**src/rtl/apc_pkg.sv**
```systemverilog
// package of the converter power and output configuration registers
// assumes an external serial port decoder that issues byte-wide
// register reads and writes on the sample clock
package apc_pkg;

	// ==========================================================
	// register port widths
	localparam int          APC_ADDR_W = 9;
	localparam int          APC_DATA_W = 8;
	localparam int          APC_LANES  = 4;

	// ==========================================================
	// register offsets
	localparam logic [8:0]  APC_OFS_POWER  = 9'h008;
	localparam logic [8:0]  APC_OFS_ENH    = 9'h00C;
	localparam logic [8:0]  APC_OFS_OMODE  = 9'h014;
	localparam logic [8:0]  APC_OFS_OADJ   = 9'h015;
	localparam logic [8:0]  APC_OFS_PHASE  = 9'h016;
	localparam logic [8:0]  APC_OFS_XFER   = 9'h0FF;
	localparam logic [8:0]  APC_OFS_OVRD   = 9'h100;
	localparam logic [8:0]  APC_OFS_UIO2   = 9'h101;
	localparam logic [8:0]  APC_OFS_UIO3   = 9'h102;

	// ==========================================================
	// writable bit masks, open bits are zero
	localparam logic [7:0]  APC_MSK_POWER  = 8'h23;
	localparam logic [7:0]  APC_MSK_ENH    = 8'h04;
	localparam logic [7:0]  APC_MSK_OMODE  = 8'h45;
	localparam logic [7:0]  APC_MSK_OADJ   = 8'h31;
	localparam logic [7:0]  APC_MSK_PHASE  = 8'h7F;
	localparam logic [7:0]  APC_MSK_OVRD   = 8'h77;
	localparam logic [7:0]  APC_MSK_UIO2   = 8'h01;
	localparam logic [7:0]  APC_MSK_UIO3   = 8'h08;

	// ==========================================================
	// reset values
	localparam logic [7:0]  APC_RST_POWER  = 8'h00;
	localparam logic [7:0]  APC_RST_ENH    = 8'h00;
	localparam logic [7:0]  APC_RST_OMODE  = 8'h01;
	localparam logic [7:0]  APC_RST_OADJ   = 8'h00;
	localparam logic [7:0]  APC_RST_PHASE  = 8'h03;
	localparam logic [7:0]  APC_RST_OVRD   = 8'h00;
	localparam logic [7:0]  APC_RST_UIO    = 8'h00;

	// ==========================================================
	// field positions
	localparam int          APC_PIN_FUNC_BIT = 5;
	localparam int          APC_CHOP_BIT     = 2;
	localparam int          APC_LEVEL_BIT    = 6;
	localparam int          APC_INVERT_BIT   = 2;
	localparam int          APC_FORMAT_BIT   = 0;
	localparam int          APC_DRIVE_BIT    = 0;
	localparam int          APC_TERM_LSB     = 4;
	localparam int          APC_INPH_LSB     = 4;
	localparam int          APC_XFER_BIT     = 0;
	localparam int          APC_PULLDN_BIT   = 0;
	localparam int          APC_CMGEN_BIT    = 3;
	localparam logic [3:0]  APC_OUTPH_MAX    = 4'hB;
	localparam logic [7:0]  APC_OUTPH_STEP   = 8'h3C;

	// ==========================================================
	// internal power mode encodings
	localparam logic [1:0]  APC_PM_NORMAL    = 2'h0;
	localparam logic [1:0]  APC_PM_FULL_DOWN = 2'h1;
	localparam logic [1:0]  APC_PM_STANDBY   = 2'h2;
	localparam logic [1:0]  APC_PM_DIG_RESET = 2'h3;

	// ==========================================================
	// carriers
	typedef struct packed {
		logic       level_ieee;
		logic       invert;
		logic       twos_complement;
		logic [1:0] termination;
		logic       double_drive;
	} apc_lane_cfg_t;

	typedef struct packed {
		logic       clock_enable;
		logic       datapath_reset;
		logic       outputs_enable;
	} apc_power_ctl_t;

	typedef struct packed {
		logic       enable;
		logic [1:0] resolution;
		logic [2:0] rate;
	} apc_override_t;

endpackage

```
**src/rtl/apc_lane_cfg.sv**
```systemverilog
// per-lane output mode and output adjust registers
// assumes write strobes already qualified by the channel index
`timescale 1ns/1ns
module apc_lane_cfg
	import apc_pkg::*;
(
	// clock and reset
	input  wire logic                  i_clock,
	input  wire logic                  i_reset,
	// qualified writes
	input  wire logic                  i_write_mode,
	input  wire logic                  i_write_adjust,
	input  wire logic [7:0]            i_wdata,
	// stored values and decoded configuration
	output logic      [7:0]            o_mode_r,
	output logic      [7:0]            o_adjust_r,
	output apc_lane_cfg_t              o_cfg
);

	// ==========================================================
	// storage, open bits never stored
	always_ff @(posedge i_clock)
	begin
		if (i_reset)
			o_mode_r <= APC_RST_OMODE;
		else if (i_write_mode)
			o_mode_r <= i_wdata & APC_MSK_OMODE;
	end

	always_ff @(posedge i_clock)
	begin
		if (i_reset)
			o_adjust_r <= APC_RST_OADJ;
		else if (i_write_adjust)
			o_adjust_r <= i_wdata & APC_MSK_OADJ;
	end

	// ==========================================================
	// decode, registered so the pins see flip-flops
	always_ff @(posedge i_clock)
	begin
		if (i_reset)
			o_cfg <= '0;
		else
		begin
			o_cfg.level_ieee      <= o_mode_r[APC_LEVEL_BIT];
			o_cfg.invert          <= o_mode_r[APC_INVERT_BIT];
			o_cfg.twos_complement <= o_mode_r[APC_FORMAT_BIT];
			o_cfg.termination     <= o_adjust_r[APC_TERM_LSB +: 2];
			// termination wins over double drive
			o_cfg.double_drive    <= o_adjust_r[APC_DRIVE_BIT]
				& (o_adjust_r[APC_TERM_LSB +: 2] == 2'h0);
		end
	end

endmodule

```
**src/rtl/apc_config_regs.sv**
```systemverilog
// configuration registers for power modes, output format and clock phase
// assumes a serial port front end that presents byte accesses in the
// sample clock domain and keeps the channel index registers itself
`timescale 1ns/1ns

module apc_config_regs
	import apc_pkg::*;
(
	// clock and reset
	input  wire logic                  i_clock,
	input  wire logic                  i_reset,
	// register access from the serial port
	input  wire logic [8:0]            i_reg_addr,
	input  wire logic [7:0]            i_reg_wdata,
	input  wire logic                  i_reg_write,
	input  wire logic                  i_reg_read,
	output logic      [7:0]            o_reg_rdata,
	output logic                       o_reg_rvalid,
	// channel index held by the serial port
	input  wire logic [3:0]            i_data_channel_select,
	input  wire logic [3:0]            i_clock_channel_select,
	// external power-down pin
	input  wire logic                  i_power_down_pin,
	// datapath power control
	output apc_power_ctl_t             o_power_ctl,
	output logic                       o_channels_active,
	output logic                       o_chop_enable,
	// output lanes
	output apc_lane_cfg_t [3:0]        o_lane_cfg,
	// clock phase
	output logic      [2:0]            o_input_phase_cycles,
	output logic      [3:0]            o_data_clock_phase,
	output logic      [9:0]            o_data_clock_degrees,
	// capability override, serial pin, common mode
	output apc_override_t              o_override,
	output logic                       o_serial_pin_pulldown_en,
	output logic                       o_common_mode_gen_down
);

	// ==========================================================
	// helpers
	// lowest selected lane, used for both lane register reads
	function automatic logic [1:0] lowest_lane(input logic [3:0] sel);
		logic [1:0] idx;
		idx = 2'h0;
		for (int i = 3; i >= 0; i--)
			if (sel[i])
				idx = 2'(i);
		return idx;
	endfunction

	function automatic logic hit(input logic [8:0] a, input logic [8:0] ofs);
		return a == ofs;
	endfunction

	// phase code to degrees; widened first so 11 x 60 cannot wrap
	function automatic logic [9:0] phase_degrees(input logic [3:0] code);
		return 10'(code) * 10'(APC_OUTPH_STEP);
	endfunction

	// ==========================================================
	// global register storage
	logic [7:0]            power_r;
	logic [7:0]            enh_r;
	logic [7:0]            phase_r;
	logic [7:0]            ovrd_r;
	logic [7:0]            uio2_r;
	logic [7:0]            uio3_r;
	logic [7:0]            mode_q    [APC_LANES];
	logic [7:0]            adjust_q  [APC_LANES];
	logic [1:0]            eff_mode_nxt;
	logic                  xfer_strobe;
	logic [3:0]            phase_code_nxt;

	// power modes, cleared only by the power-on reset input
	always_ff @(posedge i_clock)
	begin
		if (i_reset)
			power_r <= APC_RST_POWER;
		else if (i_reg_write && hit(i_reg_addr, APC_OFS_POWER))
			power_r <= i_reg_wdata & APC_MSK_POWER;
	end

	// enhancement control
	always_ff @(posedge i_clock)
	begin
		if (i_reset)
			enh_r <= APC_RST_ENH;
		else if (i_reg_write && hit(i_reg_addr, APC_OFS_ENH))
			enh_r <= i_reg_wdata & APC_MSK_ENH;
	end

	// output phase; codes past 1011 keep the old output code
	always_comb
	begin
		phase_code_nxt = i_reg_wdata[3:0];
		if (i_reg_wdata[3:0] > APC_OUTPH_MAX)
			phase_code_nxt = phase_r[3:0];
	end

	always_ff @(posedge i_clock)
	begin
		if (i_reset)
			phase_r <= APC_RST_PHASE;
		else if (i_reg_write && hit(i_reg_addr, APC_OFS_PHASE))
			phase_r <= {1'b0, i_reg_wdata[6:4], phase_code_nxt};
	end

	// override staging register, not yet effective
	always_ff @(posedge i_clock)
	begin
		if (i_reset)
			ovrd_r <= APC_RST_OVRD;
		else if (i_reg_write && hit(i_reg_addr, APC_OFS_OVRD))
			ovrd_r <= i_reg_wdata & APC_MSK_OVRD;
	end

	// user I/O registers
	always_ff @(posedge i_clock)
	begin
		if (i_reset)
		begin
			uio2_r <= APC_RST_UIO;
			uio3_r <= APC_RST_UIO;
		end
		else if (i_reg_write)
		begin
			if (hit(i_reg_addr, APC_OFS_UIO2))
				uio2_r <= i_reg_wdata & APC_MSK_UIO2;
			if (hit(i_reg_addr, APC_OFS_UIO3))
				uio3_r <= i_reg_wdata & APC_MSK_UIO3;
		end
	end

	// ==========================================================
	// per-lane registers
	// lane writes reach only the lanes the channel index selects
	genvar g;
	generate
		for (g = 0; g < APC_LANES; g++)
		begin : g_lane
			apc_lane_cfg u_lane (
				.i_clock        (i_clock),
				.i_reset        (i_reset),
				.i_write_mode   (i_reg_write && hit(i_reg_addr, APC_OFS_OMODE)
					&& i_data_channel_select[g]),
				.i_write_adjust (i_reg_write && hit(i_reg_addr, APC_OFS_OADJ)
					&& i_clock_channel_select[g]),
				.i_wdata        (i_reg_wdata),
				.o_mode_r       (mode_q[g]),
				.o_adjust_r     (adjust_q[g]),
				.o_cfg          (o_lane_cfg[g])
			);
		end
	endgenerate

	// ==========================================================
	// transfer strobe and override application
	// the transfer byte itself is not stored here
	assign xfer_strobe = i_reg_write && hit(i_reg_addr, APC_OFS_XFER)
		&& i_reg_wdata[APC_XFER_BIT];

	// limits capability, resolution and sampling rate; all three fields load together
	always_ff @(posedge i_clock)
	begin
		if (i_reset)
			o_override <= '0;
		else if (xfer_strobe)
			o_override <= {ovrd_r[6], ovrd_r[5:4], ovrd_r[2:0]};
	end

	// ==========================================================
	// power mode resolution
	// an asserted pin overrides the register; the pin function picks its mode
	always_comb
	begin
		eff_mode_nxt = power_r[1:0];
		if (i_power_down_pin)
			eff_mode_nxt = power_r[APC_PIN_FUNC_BIT] ? APC_PM_STANDBY
				: APC_PM_FULL_DOWN;
	end

	always_ff @(posedge i_clock)
	begin
		if (i_reset)
		begin
			o_power_ctl       <= '{clock_enable: 1'b1, datapath_reset: 1'b0,
				outputs_enable: 1'b1};
			o_channels_active <= 1'b1;
		end
		else
		begin
			unique case (eff_mode_nxt)
				APC_PM_NORMAL:
					o_power_ctl <= '{1'b1, 1'b0, 1'b1};
				APC_PM_FULL_DOWN:
					o_power_ctl <= '{1'b0, 1'b1, 1'b0};
				APC_PM_STANDBY:
					o_power_ctl <= '{1'b0, 1'b0, 1'b0};
				APC_PM_DIG_RESET:
					o_power_ctl <= '{1'b1, 1'b1, 1'b0};
			endcase
			o_channels_active <= (eff_mode_nxt == APC_PM_NORMAL);
		end
	end

	// ==========================================================
	// global decoded outputs, two cycles after the write
	always_ff @(posedge i_clock)
	begin
		if (i_reset)
		begin
			o_chop_enable            <= 1'b0;
			o_input_phase_cycles     <= 3'h0;
			o_data_clock_phase       <= APC_RST_PHASE[3:0];
			o_data_clock_degrees     <= phase_degrees(APC_RST_PHASE[3:0]);
			o_serial_pin_pulldown_en <= 1'b1;
			o_common_mode_gen_down   <= 1'b0;
		end
		else
		begin
			o_chop_enable            <= enh_r[APC_CHOP_BIT];
			// host keeps this at or below the divider ratio
			o_input_phase_cycles     <= phase_r[APC_INPH_LSB +: 3];
			o_data_clock_phase       <= phase_r[3:0];
			o_data_clock_degrees     <= phase_degrees(phase_r[3:0]);
			o_serial_pin_pulldown_en <= ~uio2_r[APC_PULLDN_BIT];
			o_common_mode_gen_down   <= uio3_r[APC_CMGEN_BIT];
		end
	end

	// ==========================================================
	// register readback, one cycle after the read strobe
	always_ff @(posedge i_clock)
	begin
		if (i_reset)
		begin
			o_reg_rdata  <= 8'h00;
			o_reg_rvalid <= 1'b0;
		end
		else
		begin
			o_reg_rvalid <= i_reg_read;
			if (i_reg_read)
			begin
				unique case (i_reg_addr)
					APC_OFS_POWER: o_reg_rdata <= power_r;
					APC_OFS_ENH:   o_reg_rdata <= enh_r;
					APC_OFS_OMODE: o_reg_rdata <= mode_q[lowest_lane(i_data_channel_select)];
					APC_OFS_OADJ:  o_reg_rdata <= adjust_q[lowest_lane(i_clock_channel_select)];
					APC_OFS_PHASE: o_reg_rdata <= phase_r;
					APC_OFS_OVRD:  o_reg_rdata <= ovrd_r;
					APC_OFS_UIO2:  o_reg_rdata <= uio2_r;
					APC_OFS_UIO3:  o_reg_rdata <= uio3_r;
					default:       o_reg_rdata <= 8'h00;
				endcase
			end
		end
	end

	// ==========================================================
	// assertions
	a_pin_full_down: assert property (@(posedge i_clock) disable iff (i_reset)
		i_power_down_pin && !power_r[APC_PIN_FUNC_BIT]
		|=> o_power_ctl == 3'h2)
		else $error("pin did not give full power-down");

	a_pin_standby: assert property (@(posedge i_clock) disable iff (i_reset)
		i_power_down_pin && power_r[APC_PIN_FUNC_BIT]
		|=> o_power_ctl == 3'h0)
		else $error("pin did not give standby");

	a_normal_active: assert property (@(posedge i_clock) disable iff (i_reset)
		!i_power_down_pin && power_r[1:0] == APC_PM_NORMAL
		|=> o_channels_active && o_power_ctl.clock_enable
		&& o_power_ctl.outputs_enable)
		else $error("normal mode not fully active");

	a_full_down_mode: assert property (@(posedge i_clock) disable iff (i_reset)
		!i_power_down_pin && power_r[1:0] == APC_PM_FULL_DOWN
		|=> !o_power_ctl.clock_enable && o_power_ctl.datapath_reset)
		else $error("full power-down not applied");

	a_dig_reset: assert property (@(posedge i_clock) disable iff (i_reset)
		!i_power_down_pin && power_r[1:0] == APC_PM_DIG_RESET
		|=> o_power_ctl.datapath_reset && !o_power_ctl.outputs_enable)
		else $error("digital reset not applied");

	a_power_reg_keep: assert property (@(posedge i_clock) disable iff (i_reset)
		!(i_reg_write && i_reg_addr == APC_OFS_POWER)
		|=> power_r == $past(power_r))
		else $error("power register changed without a write");

	a_override_hold: assert property (@(posedge i_clock) disable iff (i_reset)
		i_reg_write && i_reg_addr == APC_OFS_OVRD && !xfer_strobe
		|=> $stable(o_override))
		else $error("override applied without transfer");

	a_override_xfer: assert property (@(posedge i_clock) disable iff (i_reset)
		xfer_strobe |=> o_override.rate == $past(ovrd_r[2:0])
		&& o_override.enable == $past(ovrd_r[6]))
		else $error("transfer did not apply override");

	a_chop_follow: assert property (@(posedge i_clock) disable iff (i_reset)
		i_reg_write && i_reg_addr == APC_OFS_ENH
		|=> ##1 o_chop_enable == $past(i_reg_wdata[APC_CHOP_BIT], 2))
		else $error("chop bit not applied");

	a_phase_legal: assert property (@(posedge i_clock) disable iff (i_reset)
		o_data_clock_phase <= APC_OUTPH_MAX)
		else $error("illegal output phase code");

	a_pin_pulldown: assert property (@(posedge i_clock) disable iff (i_reset)
		i_reg_write && i_reg_addr == APC_OFS_UIO2
		|=> ##1 o_serial_pin_pulldown_en == !$past(i_reg_wdata[0], 2))
		else $error("pull-down control wrong");

	a_cm_down: assert property (@(posedge i_clock) disable iff (i_reset)
		i_reg_write && i_reg_addr == APC_OFS_UIO3
		|=> ##1 o_common_mode_gen_down == $past(i_reg_wdata[3], 2))
		else $error("common-mode power-down wrong");

	a_term_wins: assert property (@(posedge i_clock) disable iff (i_reset)
		o_lane_cfg[0].termination != 2'h0 |-> !o_lane_cfg[0].double_drive)
		else $error("double drive with termination");

	a_open_zero: assert property (@(posedge i_clock) disable iff (i_reset)
		o_reg_rvalid && $past(i_reg_addr) == APC_OFS_ENH
		|-> (o_reg_rdata & ~APC_MSK_ENH) == 8'h00)
		else $error("open bits read nonzero");

endmodule

```
**config.mk**
```make
export PLATFORM = sky130hd
export DESIGN_NAME = apc_config_regs
export DESIGN_NICKNAME = d
export VERILOG_FILES = /design/src/rtl/apc_pkg.sv /design/src/rtl/apc_lane_cfg.sv /design/src/rtl/apc_config_regs.sv
export SDC_FILE = /design/constraint.sdc
export NUM_CORES = 1
export LEC_CHECK = 0
export BUFFER_PORTS_ARGS = -buffer_cell sky130_fd_sc_hd__buf_2
export CAP_MARGIN = 20
export CORE_MARGIN = 3
export CORE_UTILIZATION = 45
export CTS_CLUSTER_DIAMETER = 30
export CTS_CLUSTER_SIZE = 25
export DETAILED_ROUTE_END_ITERATION = 6
export MAX_ROUTING_LAYER = met4
export PLACE_DENSITY = 0.68
export SLEW_MARGIN = 15
export SYNTH_ARGS = -nofsm -noshare
export SYNTH_HDL_FRONTEND = slang
export SYNTH_SLANG_ARGS = --single-unit
```
**constraint.sdc**
```tcl
create_clock -name i_clock -period 3.2 [get_ports i_clock]
set_input_delay 0.8 -clock i_clock [delete_from_list [all_inputs] [get_ports i_clock]]
set_output_delay 0.8 -clock i_clock [all_outputs]
set_load 0.02 [all_outputs]
```
==> results.md, run 1 <==
- Status: complete, no violations
- Crit path DAT: 3020 ps
- Post-synth EDFFs: 0
- WL final: 9610 um
- Most frequent cells in the layout: dfxtp_1, buf_2, nor2_1
- Initial core utilization: a little under half
- First-pass GRT wire length: 15800 um
- Final setup TNS: 0 ps
- Syn Inst Count: between 400 and 500
- Drt first pass iters: 4
- Commonest non-fill, non-tap cell in the layout: dfxtp_1
- Fin crit share: between 80% and 90%
- Nets@finish: between 500 and 600
- Final hold violation count: 0
- Die width: a little over 100 um
- Final Slew Violations: 0
- Reg2reg end: o_data_clock_degrees[9]
- Synthesized area: 4250 um2
- Final setup margin: about 440 ps
- Layout cells sized above 1: between 20 and 25%
- Die area: between 10000 and 15000 um2
- IO Pins: between 90 and 100
- Critical path launch point type: flip-flop
- Gr usage total: just under 20%
- Clock latency on the worst-skew pair: around 360 ps
- Port Buf Inserts: just under 90
- Max Root-Sink Buffers: 2
- Setup crit end kind: flip-flop
- Critical path class: reg2reg
- R2r setup slk: about 440 ps
- Routability cong.: about 0.93
- Setup WS pre-CTS: 435 ps
- Worst Path Max Fanout: 7
- Maximum clock frequency: roughly 0.36 GHz
- Worst IR Drop VDD: about 240 uV
- Post-cts gate resize count: 0
- CTS sink count: between 100 and 150
- Antenna violations before repair: 0
- GRT overflow: 0
- Post-synthesis async set-or-reset flop share: 0%
- Launch point of the worst reg-to-reg path: phase_r[2]
- Drt drc: 0
- Largest net degree at the start of global routing: 73
- Syn avg cell area: ~9.5 um2
- Final min period: about 2800 ps
- DIE HEIGHT: a little over 100 um
- Pleak: 2.26 nW
- Pwr dens: ~450 nW/um2
- Relative slew slack: 58.7%
- Endpoints failing setup: 0
- Post-DR wirelength/cell: 15.1 um
- Reg2reg path depth: 7
- Ant. Diodes: 0
- Dpl hpwl: slightly above 7000 um
- Initial DRC count: between 200 and 250
- Yosys warnings: 0
- CTS clk-pin slew, worst paths: 100 ps
- Vias per cell: about 5.4
- RSZ-0062 raised after global routing: no
- Flops & latches, synth: 101
- Num CTS Buffers: 9
- # hold bufs at CTS: 0
- CP Capture Point: o_data_clock_degrees[9]
- Max-Cap Viols: 0
- Worst Tran Pin Value: roughly 620 ps
- H-tree levels: 3
- Routed Antenna Nets: 0
- Post-CTS setup buffer count: 0
- Sequential area share after synthesis: 47.5%
- Area added between synthesis and finish: 16.2%
- Via Count: ~3400
- Root Driver: clkbuf_8
- Worst EP required: approximately 3500 ps
- Critical path origin: phase_r[2]
- Hold Path Class: reg2reg
- Core ar.: slightly below 9000 um2
- Clock Skews: between 6 and 7 ps
- Vias in the first global route: ~3200
- # rows: 34
- Main synth FF type: dfxtp_1
- Yosys cell types: between 50 and 60
- CTS tree: built
## per-layer routing
layer  vias up  GRT usage [%]  share of wire (%)
li1       1696              -                  -
met1      1595           27.5                 47
met2       109           27.9                 44
met3        14           3.49                7.6
met4         0           7.37                1.7
met5         -              -                  0
## worst min path at each step
stage	from	endpoint	slack (ps)	cells past startpoint
final	uio2_r[0]	o_serial_pin_pulldown_en	440	1
after global routing	uio2_r[0]	o_serial_pin_pulldown_en	460	1
after CTS	uio2_r[0]	o_serial_pin_pulldown_en	440	1
after detailed placement	uio2_r[0]	o_serial_pin_pulldown_en	420	1
after global placement	uio2_r[0]	o_serial_pin_pulldown_en	420	1
after floorplan	uio2_r[0]	o_serial_pin_pulldown_en	380	1
## worst max-delay path, cell delays in order, from the launching register on
cell and delay, ps:
dfxtp_1 520, fa_1 520, fa_1 530, ha_1 310, a21o_1 170, a21oi_1 210
o21bai_1 110, o311ai_0 290
## synthesized netlist by cell type (all sizes together), types with 4 or more instances
cell | count | area share, %
nor2b | 28 | 4.1
nor2 | 55 | 4.9
or2 | 5 | 0.74
ha | 12 | 3.5
o21ai | 14 | 1.6
nor3 | 8 | 1.1
inv | 15 | 1.3
mux2i | 33 | 7.8
nand4 | 11 | 2.1
a21oi | 22 | 2.6
nand3 | 17 | 2.0
clkbuf | 16 | 1.4
o211ai | 6 | 1.1
fa | 5 | 2.4
a32oi | 4 | 0.82
nand2b | 4 | 0.59
nand2 | 26 | 2.3
a21o | 4 | 0.71
dfxtp | 101 | 48
buf | 13 | 2.1
## where the power goes
part / total [mW] / switching, mW / internal (mW)
sequential: 1.27 / 0.00237 / 1.26
clock: 0.825 / 0.451 / 0.374
combinational: 0.131 / 0.0932 / 0.0379
total: 2.22 / 0.546 / 1.67
## cell families after synthesis
logic type | after synthesis | share of synthesized area (%)
mux | 33 | 7.77
compound gates | 70 | 10.9
buf+inv | 44 | 4.80
simple gates | 178 | 22.4
fa+ha+maj | 17 | 5.88
xor+xnor | 3 | 0.618
flops | 101 | 47.5
other cells | 1 | 0.0882
## cell type report
type,instances,area [um2]
Multi-Input combinational cell,304,2030
Inverter,15,56.3
Fill cell,823,3990
Tap cell,108,135
Sequential cell,101,2020
Clock buffer,9,124
Timing Repair Buffer,93,490
Clock inverter,7,81.3
## registers in the layout, summed over array words and instances, names as in the netlist, 4 cells and up
name,flops
o_data_clock_phase,4
g_lane.u_lane.o_cfg,24
o_data_clock_degrees,7
o_override,6
phase_r,7
ovrd_r,6
g_lane.u_lane.o_adjust_r,12
o_reg_rdata,7
g_lane.u_lane.o_mode_r,12
## through the flow
stage          power (mW)  hold slack [ps]  cells  util, %  instance area, um2
2_1_floorplan        1.37              383    449        -                4260
3_3_place_gp         1.42              418    621     53.0                4740
3_5_place_dp         1.42              418    621     53.0                4740
4_1_cts              2.25              436    637     55.3                4940
5_1_grt              2.31              461    637     55.3                4940
6_report             2.22              439    637     55.3                4940
No activity file was read; power rests on OpenSTA's default activity.
==> inputs of run 2 (changes only) <==
--- a/config.mk
+++ b/config.mk
@@ -5,10 +5,12 @@
 export SDC_FILE = /design/constraint.sdc
 export NUM_CORES = 1
 export LEC_CHECK = 0
+export ABC_AREA = 1
 export BUFFER_PORTS_ARGS = -buffer_cell sky130_fd_sc_hd__buf_2
 export CAP_MARGIN = 20
 export CORE_MARGIN = 3
 export CORE_UTILIZATION = 45
+export CTS_BUF_LIST = sky130_fd_sc_hd__clkbuf_4 sky130_fd_sc_hd__clkbuf_8
 export CTS_CLUSTER_DIAMETER = 30
 export CTS_CLUSTER_SIZE = 25
 export DETAILED_ROUTE_END_ITERATION = 6
==> results.md, run 2 <==
- Status: complete, no violations
- Largest cells by area after synthesis: dfxtp_1, nand2_1, o21ai_0, inv_1, a21oi_1
- Final hold violation count: 0 (unchanged)
- Nets@finish: 663 (+16%)
- Via Count: 3665 (+7.4%)
- Initial core utilization: 47.0% (-0.56 points)
- Worst EP required: 3500 ps (+30 ps)
- Routability cong.: 1.01 (+8.3%)
- Hold path start: g_lane[0].u_lane.o_adjust_r[5]
- Gr usage total: 19.9% (+0.43 points)
- WL met3: 624 um (-14%)
- # rows: 34 (unchanged)
- Synth cell count leaders: dfxtp_1, nand2_1, inv_1
- Routed met2 length: 4520 um (+7.7%)
- Proportion of synthesized area in mux cells: 0% (-7.8 points)
- Uppermost routed layer: met4
- Clock Skews: 10.4 ps (+3.43 ps)
- Setup crit end kind: flip-flop
- Largest net degree at the start of global routing: 41 (-44%)
- Max FFs per register: 24 (unchanged)
- RSZ-0062 raised after global routing: no
- First-pass GRT wire length: 15900 um (+0.62%)
- CTS clk-pin slew, worst paths: 100 ps (about the same)
- Num CTS Buffers: 9 (unchanged)
- Port Buf Inserts: 88 (unchanged)
- Area leader, netlist: dfxtp_1
- Area added between synthesis and finish: 17.1%
- Compound-Gate Fraction of Synth Area: 15.0% (+4.1 points)
- Max-Cap Viols: 0 (unchanged)
- Vias in the first global route: 3381 (+6.9%)
- Post-synth EDFFs: 0 (unchanged)
- Max Root-Sink Buffers: 2 (unchanged)
- Placed cell area: 4690 um2 (-0.98%)
- Syn Inst Count: 530 (+19%)
- Total area of sequential cells: 2020 um2 (unchanged)
- Total power: 2.26 mW (+1.7%)
- CTS sink count: 101 (unchanged)
- Root Driver: clkbuf_8
- Post-synthesis async set-or-reset flop share: 0% (unchanged)
- H-tree levels: 3 (unchanged)
- Pleak: 2.25 nW (-0.54%)
- Largest regs: g_lane.u_lane.o_cfg (24), g_lane.u_lane.o_adjust_r (12), g_lane.u_lane.o_mode_r (12)
- Routed length on met1: 4470 um (-1.1%)
- Clock latency on the worst-skew pair: 370 ps (about the same)
- Critical path launch point type: flip-flop
- Maximum clock frequency: 0.362 GHz (-0.25%)
- Final Slew Violations: 0 (unchanged)
- Drt first pass iters: 4 (unchanged)
- WL final: 9870 um (+2.7%)
- Final min period: 2760 ps (+6.96 ps)
- Sequential area share after synthesis: 48.3% (+0.80 points)
- Fin util: 55.1% (-0.26 points)
- IO Pins: 93 (unchanged)
- Post-synthesis simple-gate area fraction: 21.2% (-1.2 points)
- Drt drc: 0 (unchanged)
- Die width: 102 um (-0.78%)
- Main combinational cell family by area after synthesis: simple AND/OR/NAND/NOR gates
- Crit path DAT: 3070 ps (+50 ps)
- Hold Path Class: reg2reg
- Post-cts gate resize count: 0 (unchanged)
- Dpl hpwl: 7330 um (+3.2%)
- Main synth FF type: dfxtp_1
- Die area: 10500 um2 (-1.6%)
- Post-CTS setup buffer count: 0 (unchanged)
- Largest Register: g_lane.u_lane.o_cfg
- Fillers: 888 (+7.9%)
- Flops & latches, synth: 101 (unchanged)
- Routed Antenna Nets: 0 (unchanged)
- Synth Area in XOR/XNOR: 0.209% (-0.41 points)
- Area of the multi-input gates: 1780 um2 (-12%)
- Total placed cells including tap cells: 713 (+15%)
- Pwr dens: 461 nW/um2 (+2.6%)
- Yosys warnings: 0 (unchanged)
- Worst IR Drop VDD: 249 uV (+4.9%)
- Post-DR wirelength/cell: 13.5 um (-10%)
- Endpoints failing setup: 0 (unchanged)
- Worst Path Max Fanout: 5 (-2)
- Final setup TNS: 0 ps (unchanged)
- Most frequent cells in the layout: dfxtp_1, buf_2, nand2_1
- GRT overflow: 0 (unchanged)
- Layout cells sized above 1: 20.8% (-2.1 points)
- Commonest non-fill, non-tap cell in the layout: dfxtp_1
- Initial DRC count: 205 (-15%)
- Vias per cell: 5.03 (-6.2%)
- Adder-Cell Fraction of Synth Area: 5.98% (+0.099 points)
- Ant. Diodes: 0 (unchanged)
- Critical path origin: phase_r[2]
- Finished layout cell area: 4900 um2 (-0.94%)
- # hold bufs at CTS: 0 (unchanged)
- Finished Layout Cells: 729 (+14%)
- Antenna violations before repair: 0 (unchanged)
- Launch point of the worst reg-to-reg path: phase_r[2]
- Yosys cell types: 34 (-39%)
- Core ar.: 8890 um2 (-0.48%)
- Synthesized area: 4180 um2 (-1.6%)
- CTS tree: built
- DIE HEIGHT: 102 um (-0.78%)
- Syn avg cell area: 7.89 um2 (-17%)
- Critical path class: reg2reg
- Fin crit share: 86.4% (+0.22 points)
- Top-count cell post-synth: dfxtp_1
- Synth top area share: 48.3% (+0.80 points)
-- run 2: cell types whose count changed in the layout (fill, tap and decap cells not counted), moves of 5 or more --
cell     previous run  this run
a21oi_1            22        53
nand4_1             8         3
inv_1              15        73
o21ai_0            13        56
nor2_2              0         5
nand3_1            17        25
nor2b_1            28         0
nand2_1            26        77
mux2i_1            33         0
-- run 2: cell type report --
type	count	share of cell area, %
inverters	77	5.90
well taps	108	2.76
clock buffers	9	2.53
multi-input cells	336	36.4
clock inverters	7	1.66
repair buffers	91	9.45
flip-flops and latches	101	41.3
-- run 2: path summary, 6_finish.rpt --
kind	endpoint	cells past startpoint	slack (ps)
hold / removal	g_lane[0].u_lane.o_cfg[0]	1	430
hold reg to reg	g_lane[0].u_lane.o_cfg[0]	1	430
setup reg to reg	o_data_clock_degrees[8]	9	440
setup / recovery	o_data_clock_degrees[8]	9	440
-- run 2: cells by family after synthesis --
logic type / count (synthesis)
DFF: 101
AOI/OAI and AO/OA: 120
adders and majority gates: 17
xor gates and xnor gates: 1
other: 1
buffers and inverters: 95
and+or+nand+nor: 195
-- run 2: per-layer routing --
layer | vias up | track usage [%]
li1 | 1876 | -
met1 | 1637 | 25.6
met2 | 130 | 30.7
met3 | 22 | 3.55
met4 | 0 | 8.98
met5 | - | -
-- run 2: stage by stage --
stage / setup WS [ps] / hold slack [ps]
5_1_grt: 199 / 446
2_1_floorplan: 604 / 380
4_1_cts: 426 / 430
3_5_place_dp: 464 / 405
6_report: 436 / 427
3_3_place_gp: 499 / 407
-- run 2: critical path: stages, from the launching register on --
cell     delay, ps
dfxtp_1        460
fa_1           500
fa_1           530
fa_1           450
nand2_1         80
inv_1           40
or2_2          270
a21oi_1        160
o21ai_0         90
a21oi_1        120
-- run 2: where the power goes --
| part | switching [mW] | total, mW | internal [mW] |
|---|---|---|---|
| clock | 0.464 | 0.838 | 0.374 |
| combinational | 0.109 | 0.153 | 0.0442 |
| sequential | 0.00246 | 1.27 | 1.26 |
